==> src/rtl/fbp_pkg.sv <==
// Package: constants and types for the flash block protect controller
package fbp_pkg;

   // ************************************************************
   // Register map and address shaping
   // ************************************************************
   localparam logic [15:0] PROTECT_BYTE_ADDR  = 16'hFF7E;
   localparam logic [15:0] CTRL_ADDR          = 16'hFE08;
   localparam logic [7:0]  PROTECT_ERASED     = 8'hFF;
   localparam logic [1:0]  START_TOP_BITS     = 2'h3;
   localparam logic [5:0]  START_LOW_BITS     = 6'h00;
   localparam logic [7:0]  CTRL_RESET         = 8'h00;
   localparam logic [15:0] ADDR_RESET         = 16'h0000;
   localparam int          ROW_BYTES          = 32;
   localparam int          PAGE_BYTES         = 64;

   // Control register field positions
   localparam int CTRL_PGM_BIT   = 0;
   localparam int CTRL_ERASE_BIT = 1;
   localparam int CTRL_MASS_BIT  = 2;
   localparam int CTRL_HIGH_VOLTAGE_ENABLE_BIT  = 3;

   // ************************************************************
   // Types
   // ************************************************************
   typedef enum logic [1:0] {FBP_READ, FBP_ARMED, FBP_LATCHED} fbp_seq_t;

   typedef struct packed {
      logic        wr;
      logic        rd;
      logic [15:0] addr;
      logic [7:0]  wdata;
   } fbp_bus_t;

   typedef struct packed {
      logic high_voltage_enable;
      logic mass;
      logic erase;
      logic program_select;
   } fbp_ctrl_t;

   typedef struct packed {
      logic wait_mode;
      logic stop_mode;
   } fbp_power_t;

endpackage : fbp_pkg

==> src/rtl/fbp_ctrl.sv <==
// Module: flash control register with block protection and low-power handling
`timescale 1ns/10ps
`default_nettype none

// ************************************************************
// Overview of operation
// ************************************************************
module fbp_ctrl
(
   // Clock and reset
   input  wire logic                  ref_clk,
   input  wire logic                  nrst,
   // CPU access
   input  wire fbp_pkg::fbp_bus_t     bus,
   output logic [7:0]                 ctrl_rdata,
   // Protect byte as held in the array
   input  wire logic [7:0]            protect_start_byte,
   // Pins and low-power requests
   input  wire logic                  override_high_voltage,
   input  wire fbp_pkg::fbp_power_t   power,
   // Array controls
   output fbp_pkg::fbp_ctrl_t         array_ctrl,
   output logic                       charge_pump_on,
   output logic                       standby,
   output logic                       protect_hit,
   output logic [15:0]                target_addr
);

   // ************************************************************
   // Pin synchroniser for override voltage
   // ************************************************************
   logic ovr_meta;
   logic ovr_sync;

   always_ff @(posedge ref_clk or negedge nrst)
   begin
      if (!nrst)
      begin
         ovr_meta <= 1'b0;
         ovr_sync <= 1'b0;
      end
      else
      begin
         ovr_meta <= override_high_voltage;
         ovr_sync <= ovr_meta;
      end
   end

   // ************************************************************
   // Protection decode
   // ************************************************************
   // Used both for the target compare and for the protect byte itself
   function automatic logic fbp_protected(input logic [15:0] a, input logic [7:0] pb,
                                          input logic ovr);
      logic [15:0] start;
      start = {fbp_pkg::START_TOP_BITS, pb, fbp_pkg::START_LOW_BITS};
      if (ovr)
         fbp_protected = 1'b0;
      else if (pb == fbp_pkg::PROTECT_ERASED)
         fbp_protected = 1'b0;
      else
         fbp_protected = (a >= start) || (a == fbp_pkg::PROTECT_BYTE_ADDR);
   endfunction : fbp_protected

   // Start address kept as a net so the checks below can see the boundary
   logic [15:0] protect_start;
   assign protect_start = {fbp_pkg::START_TOP_BITS, protect_start_byte,
                           fbp_pkg::START_LOW_BITS};

   // ************************************************************
   // Sequence tracking
   // ************************************************************
   fbp_pkg::fbp_seq_t seq;
   fbp_pkg::fbp_ctrl_t ctrl;
   logic               select_any;
   logic               ctrl_wr;
   logic               array_wr;
   logic               pb_rd;
   logic               next_high_voltage_enable;
   logic               low_power;

   assign select_any = ctrl.program_select | ctrl.erase;
   assign ctrl_wr    = bus.wr && (bus.addr == fbp_pkg::CTRL_ADDR);
   assign array_wr   = bus.wr && (bus.addr != fbp_pkg::CTRL_ADDR);
   assign pb_rd      = bus.rd && (bus.addr == fbp_pkg::PROTECT_BYTE_ADDR);
   assign low_power  = power.wait_mode | power.stop_mode;

   // Protect byte read then target write, after a select was set
   // Clearing the selects or stop drops back to read, so no stale arming survives
   always_ff @(posedge ref_clk or negedge nrst)
   begin
      if (!nrst)
         seq <= fbp_pkg::FBP_READ;
      else if (!select_any || power.stop_mode)
         seq <= fbp_pkg::FBP_READ;
      else
      begin
         case (seq)
            fbp_pkg::FBP_READ:    seq <= pb_rd ? fbp_pkg::FBP_ARMED : fbp_pkg::FBP_READ;
            fbp_pkg::FBP_ARMED:   seq <= array_wr ? fbp_pkg::FBP_LATCHED : fbp_pkg::FBP_ARMED;
            fbp_pkg::FBP_LATCHED: seq <= fbp_pkg::FBP_LATCHED;
            default:              seq <= fbp_pkg::FBP_READ;
         endcase
      end
   end

   // Latch the first target written after arming
   always_ff @(posedge ref_clk or negedge nrst)
   begin
      if (!nrst)
         target_addr <= fbp_pkg::ADDR_RESET;
      else if (seq == fbp_pkg::FBP_ARMED && array_wr && select_any)
         target_addr <= bus.addr;
   end

   // Protection is re-evaluated every cycle since the pin may change
   always_ff @(posedge ref_clk or negedge nrst)
   begin
      if (!nrst)
         protect_hit <= 1'b0;
      else
         protect_hit <= fbp_protected(target_addr, protect_start_byte, ovr_sync);
   end

   // ************************************************************
   // Control register
   // ************************************************************
   // A refused enable simply stays clear; software sees the refusal on read-back
   always_comb
   begin
      next_high_voltage_enable = ctrl.high_voltage_enable;
      if (ctrl_wr)
      begin
         if (!bus.wdata[fbp_pkg::CTRL_HIGH_VOLTAGE_ENABLE_BIT])
            next_high_voltage_enable = 1'b0;
         else if (select_any && seq == fbp_pkg::FBP_LATCHED && !protect_hit)
            next_high_voltage_enable = 1'b1;
      end
   end

   always_ff @(posedge ref_clk or negedge nrst)
   begin
      if (!nrst)
         ctrl <= fbp_pkg::fbp_ctrl_t'(4'h0);
      else if (power.stop_mode)
         ctrl <= fbp_pkg::fbp_ctrl_t'(4'h0);
      else if (ctrl_wr)
      begin
         ctrl.high_voltage_enable <= next_high_voltage_enable;
         ctrl.mass <= bus.wdata[fbp_pkg::CTRL_MASS_BIT];
         // Interlock: a select may only be set while the other is clear
         ctrl.program_select <= bus.wdata[fbp_pkg::CTRL_PGM_BIT] &&
                                !(bus.wdata[fbp_pkg::CTRL_ERASE_BIT] || ctrl.erase);
         ctrl.erase <= bus.wdata[fbp_pkg::CTRL_ERASE_BIT] &&
                       !(bus.wdata[fbp_pkg::CTRL_PGM_BIT] || ctrl.program_select);
      end
   end

   assign ctrl_rdata = {4'h0, ctrl.high_voltage_enable, ctrl.mass, ctrl.erase,
                        ctrl.program_select};

   // ************************************************************
   // Array outputs and low-power behaviour
   // ************************************************************
   // Wait keeps the selects so software sees them; only the pump stops
   always_ff @(posedge ref_clk or negedge nrst)
   begin
      if (!nrst)
      begin
         array_ctrl     <= fbp_pkg::fbp_ctrl_t'(4'h0);
         charge_pump_on <= 1'b0;
         standby        <= 1'b0;
      end
      else
      begin
         standby        <= power.stop_mode;
         charge_pump_on <= ctrl.high_voltage_enable && !low_power;
         array_ctrl     <= power.stop_mode ? fbp_pkg::fbp_ctrl_t'(4'h0) : ctrl;
      end
   end
endmodule : fbp_ctrl

`default_nettype wire

==> config.mk <==
export PLATFORM = sky130hd
export DESIGN_NAME = fbp_ctrl
export DESIGN_NICKNAME = d
export VERILOG_FILES = /design/src/rtl/fbp_pkg.sv /design/src/rtl/fbp_ctrl.sv
export SDC_FILE = /design/constraint.sdc
export NUM_CORES = 1
export LEC_CHECK = 0
export BUFFER_PORTS_ARGS = -buffer_cell sky130_fd_sc_hd__clkbuf_2
export CAP_MARGIN = 30
export CORE_ASPECT_RATIO = 1.2
export CORE_UTILIZATION = 47
export DETAILED_ROUTE_END_ITERATION = 8
export PLACE_DENSITY = 0.75
export SLEW_MARGIN = 20
export SYNTH_ARGS = -nofsm -noshare
export SYNTH_HDL_FRONTEND = slang
export SYNTH_SLANG_ARGS = --single-unit
==> constraint.sdc <==
create_clock -name ref_clk -period 1.9 [get_ports ref_clk]
set_clock_uncertainty 0.1 [all_clocks]
set_input_delay 0.095 -clock ref_clk [delete_from_list [all_inputs] [get_ports ref_clk]]
set_output_delay 0.095 -clock ref_clk [all_outputs]
set_load 0.02 [all_outputs]
Word-level counts from Yosys, hierarchy flattened
Index checks and enable logic that the tools add are counted.
{ "word_totals": {"register_bits": 31, "inputBits": 39, "output_inout_bits": 31, "wordCells": 59} }
{ "op_classes": {"magnitude_cmp": 1, "n_eq_ne": 8, "n_mux": 11, "n_bitwise": 2, "n_reduce_logical": 22} }
{ "ops": {"columns": ["operator", "count"], "rows": [
  ["$eq A16 B16 Y1 const B", 3],
  ["$ge A16 B16 Y1", 1],
  ["$ne A16 B16 Y1 const B", 1],
  ["$mux W4", 3],
  ["$logic_and A1 B1 Y1", 10],
  ["$eq A8 B8 Y1 const B", 1],
  ["$pmux W2 S3", 1],
  ["$logic_not A1 Y1", 5],
  ["$mux W1", 5],
  ["$logic_or A1 B1 Y1", 4],
  ["$mux W2", 2],
  ["$ne A3 B1 Y1 const B", 1],
  ["$eq A2 B1 Y1 const B", 1],
  ["$eq A2 B2 Y1 const B", 1],
  ["$logic_not A2 Y1", 1],
  ["$or A1 B1 Y1", 2],
  ["$reduce_and A2 Y1", 1],
  ["$reduce_bool A2 Y1", 1]
]} }

Longest topological paths before layout
{ "depth": {"ltp_word": 7, "ltp_mapped": 6, "mapped_depth_nobuf": 6} }

Least setup slack after synthesis
No wires, ideal clock.
{ "synth_path": {"kind": "flip-flop to flip-flop", "startpoint": "reg target_addr[6]", "endpoint": "reg protect_hit", "arrival_time_ns": 1.496, "required_ns": 1.680, "slack_ns": 0.184, "path_stages_with_launch": 7, "path_buffers": 0, "synth_period_minus_slack_ns": 1.716, "path_cell_list": "dfrtp_1 inv_1 ha_1 nor4bb_1 a221oi_1 o211ai_1 a41o_1"} }
{ "synth_via": {"elab_chain_len": 4, "word_cells_on_any_way": 5, "cone_classes": "order compare (1); eq/ne (1); mux (2); reduce/logical (1)"} }
{ "synth_rtl": {"columns": ["item", "line", "text"], "rows": [
  ["from (decl)", "fbp_ctrl.sv:26", "output logic [15:0] target_addr"],
  ["from (signal assigned)", "fbp_ctrl.sv:111", "target_addr <= fbp_pkg::ADDR_RESET;"],
  ["from (signal assigned)", "fbp_ctrl.sv:113", "target_addr <= bus.addr;"],
  ["$ge A16 B16 Y1 / $eq A16 B16 Y1 (equally long branches)", "fbp_ctrl.sv:62", "fbp_protected = (a >= start) || (a == fbp_pkg::PROTECT_BYTE_ADDR);"],
  ["$logic_or A1 B1 Y1 (*)", "fbp_ctrl.sv:62", null],
  ["$mux W1 (*)", "fbp_ctrl.sv:59", "else if (pb == fbp_pkg::PROTECT_ERASED)"],
  ["$mux W1 (*)", "fbp_ctrl.sv:57", "if (ovr)"],
  ["to (signal assigned)", "fbp_ctrl.sv:122", "protect_hit <= fbp_protected(target_addr, protect_start_byte, ovr_sync);"],
  ["to (decl)", "fbp_ctrl.sv:25", "output logic protect_hit,"]
]} }
Mark *: on every way between the ends. The rest lies on a longest branch, timed or not.
A chain may end at the register's enable or synchronous reset.

Final worst setup path
{ "layout_path": {"startpoint": "in bus[15] in the netlist's numbering", "endpoint": "reg ctrl, in the netlist ctrl_rdata[0]"} }
{ "layout_via": {"elab_chain_len": 3} }
{ "layout_rtl": {"columns": ["item", "line", "text"], "rows": [
  ["from (decl)", "fbp_ctrl.sv:14", "input wire fbp_pkg::fbp_bus_t bus,"],
  ["$eq A16 B16 Y1", "fbp_ctrl.sv:83", "assign ctrl_wr = bus.wr && (bus.addr == fbp_pkg::CTRL_ADDR);"],
  ["$logic_and A1 B1 Y1", "fbp_ctrl.sv:83", null],
  ["$reduce_bool A2 Y1 (no line)", null, null],
  ["to (signal assigned)", "fbp_ctrl.sv:144", "ctrl <= fbp_pkg::fbp_ctrl_t'(4'h0);"],
  ["to (signal assigned)", "fbp_ctrl.sv:146", "ctrl <= fbp_pkg::fbp_ctrl_t'(4'h0);"],
  ["to (decl)", "fbp_ctrl.sv:74", "fbp_pkg::fbp_ctrl_t ctrl;"]
]} }
No other way between the ends.

==> metrics <==
status finished, final reports clean; Setup crit start kind primary input; area added between synthesis and finish 37.67%; Cell Chain, Critical Path dlygate4sd3_1 > clkbuf_2 > and4bb_1 > and4_2 > and3_1 > mux2_2; CTS resizes 0; routing usage on met1 0.2620; clk buf depth 2; number of max-cap violations 0; Synth Flop Type dfrtp_1; clk sinks 31; Post-synth ARST share 1.000; later-pin clock latency in the skew report ~0.32 ns; NetSw ~0.00028 W; unrepaired setup endpoints after global routing no; post-route setup TNS 0 ns; Worst Hold Class in2reg; Hold Path Cell Cnt 3; WHS Endpoint ctrl_rdata[2]; register bit total from synthesis 31; first-pass GRT wire length approximately 6.5 mm; Die Width about 55 um; final setup violation count 0; WL per Instance about 15 um; setup slack at placement 0.1637 ns; Crit-path slowest cell dlygate4sd3_1; clock slew at reported path FFs roughly 0.090 ns; Clk pwr share 0.348; final core occ 0.6992; Nets 266; Core Rows 22; max frequency between 500 and 600 MHz; sequential power share 0.542; CTS tree built; R2R Path Start target_addr[6]; Power Density around 550 nW/um^2; vias approximately 1,300; GRT met2 Usage 0.4367; Distinct cells, synth 38; Top Usage Layer GRT met2; fillers roughly 240; critical path type in2reg; Fin. Hold Viols 0; core box area approximately 3200 sq um; share of post-route cells with drive strength above 1 0.4091; GR Util met3 0.06067; die area 3660 sq um; CTS H-tree lvls 2; Sw Share 0.2253; Leakage approximately 1.2 nW; Critical Path RT 2.01 ns; # port buffers 61; routed vias/inst 5.219; Post-synth EDFFs 0; Initial Util 0.5079; GRT overflow 0; worst flop-to-flop path endpoint protect_hit; DIE HEIGHT between 60 and 70 um; GR Util All Layers 0.2377; largest net degree at the start of global routing 32; post-synth top area cell dfrtp_1; I/O pin cnt 70; Seq/Total Area, Yosys 0.4825; element type at the critical path end register; reg2reg path depth 6; post-CTS setup buffers 0; Routed WL 3.851 mm; critical path's largest stage delay approximately 0.54 ns; min cycle time layout 1.817 ns; HPWL Detailed approximately 2.8 mm; initial drt markers 15; Final WS setup about 0.083 ns; vias in the first global route approximately 1,400; Initial DRT Pass Iterations 4; worst-path fanout max 4; Gate power share 0.110; root buf cell clkbuf_4; share of the synthesized area in the top cell type 0.4825; Int Pwr approximately 0.00095 W; post-route antenna net violation count 0; YS warnings 0; Cells after Synth between 100 and 150; # hold bufs at CTS 22; Placer Congestion just over 0.8; VDD IR-drop max approximately 0.53 mV; Mean Syn Cell Area roughly 12 sq um; hold path startpoint bus[2]; CTS buffer count 5; DRC viols 0; Post-Syn Area about 1600 sq um; Slew @ Worst Pin between 0.7 and 0.8 ns; Worst slew margin 0.5061; Slew Viols, Final 0; Reg2Reg Setup Slack approximately 0.15 ns; initial antenna violation count 0; CP arrival about 1.9 ns; Synth area leaders dfrtp_1 48%, mux2_4 9.3%, mux2_2 6.3%, ha_1 6.2%, nand4_1 3.1%; antenna diode count 0; final period utilization 0.9563
-- through the flow --
step           hold WS (ns)  power (W)  instances  area [sq um]
2_1_floorplan       -0.3006  0.0007164        135          1619
3_3_place_gp        0.08008  0.0007689        226          1924
3_5_place_dp         0.1012  0.0007750        226          1924
4_1_cts            0.003297   0.001240        256          2213
5_1_grt             0.03531   0.001285        256          2213
6_report            0.02505   0.001225        256          2213
-- area by class of cell --
cell class              instances  area (sq um)  area share
clock buffers                   8         68.82     0.03109
flip-flops and latches         31         775.7      0.3505
well taps                      36         45.04     0.02035
multi-input cells              85         733.2      0.3313
inverters                      12         45.04     0.02035
repair buffers                 84         545.5      0.2465
-- sequential cells by signal, summed over array words and instances (netlist names) --
register	count
target_addr	16
array_ctrl	4
ctrl_rdata	4
seq	2
charge_pump_on	1
ovr_meta	1
ovr_sync	1
protect_hit	1
standby	1
-- placed cells by master (no fill, tap or decap), types with 2 or more instances in the layout --
cell type,instances
a21oi_1,2
and3_1,2
clkbuf_2,61
clkbuf_4,5
clkbuf_8,2
conb_1,4
dfrtp_1,31
dlygate4sd3_1,22
ha_1,8
inv_1,12
mux2_2,9
mux2_4,10
nand2_1,2
nand2b_1,2
nand4_1,8
nand4b_1,3
nor2_1,7
nor2b_1,5
nor3_1,2
nor4b_1,3
-- power by group through the flow --
stage                     Sequential (W)  Combinational (W)  Clock, W
after CTS                       0.000663           0.000134  0.000442
after global placement          0.000676          0.0000926         0
after floorplan                 0.000678          0.0000386         0
after detailed placement        0.000676          0.0000987         0
after global routing            0.000664           0.000149  0.000472
final                           0.000663           0.000135  0.000426
-- cells by family after synthesis --
group / count (synthesis) / share of synthesized area
flops: 31 / 0.4825
simple gates: 41 / 0.1634
mux: 19 / 0.1564
fa+ha+maj: 8 / 0.06226
buf+inv: 19 / 0.06848
compound gates: 13 / 0.06460
other cells: 1 / 0.002332
-- worst max-delay path by stage --
stage,startpoint,endpoint,slack (ns)
6_report,bus[15],ctrl_rdata[0],0.08
5_1_grt,bus[15],ctrl_rdata[0],0.05
4_1_cts,bus[15],ctrl_rdata[0],0.10
3_5_place_dp,target_addr[6],protect_hit,0.16
3_3_place_gp,target_addr[6],protect_hit,0.22
2_1_floorplan,target_addr[6],protect_hit,0.18
-- cell usage after synthesis (2+ instances only) --
cell type / count
nand4b_1: 3
nand2_1: 2
nor2_1: 7
dfrtp_1: 31
nor4b_1: 3
buf_4: 4
mux2_2: 9
and3_1: 2
nand4_1: 8
ha_1: 8
mux2_4: 10
a21oi_1: 2
inv_1: 12
nand2b_1: 2
nor3_1: 2
nor2b_1: 5
-- worst max-delay path: cells and delay by family --
family | cells | cell delay [ns]
buf+inv | 2 | 0.66
mux | 1 | 0.36
simple gates | 3 | 0.82
-- per-layer routing --
metal | routed length [um] | up-vias
met4 | 64 | 0
met1 | 1636 | 634
met2 | 1981 | 47
met5 | 0 | -
met3 | 169 | 4
li1 | - | 651
Note: power is estimated with default switching activity, not from simulation.
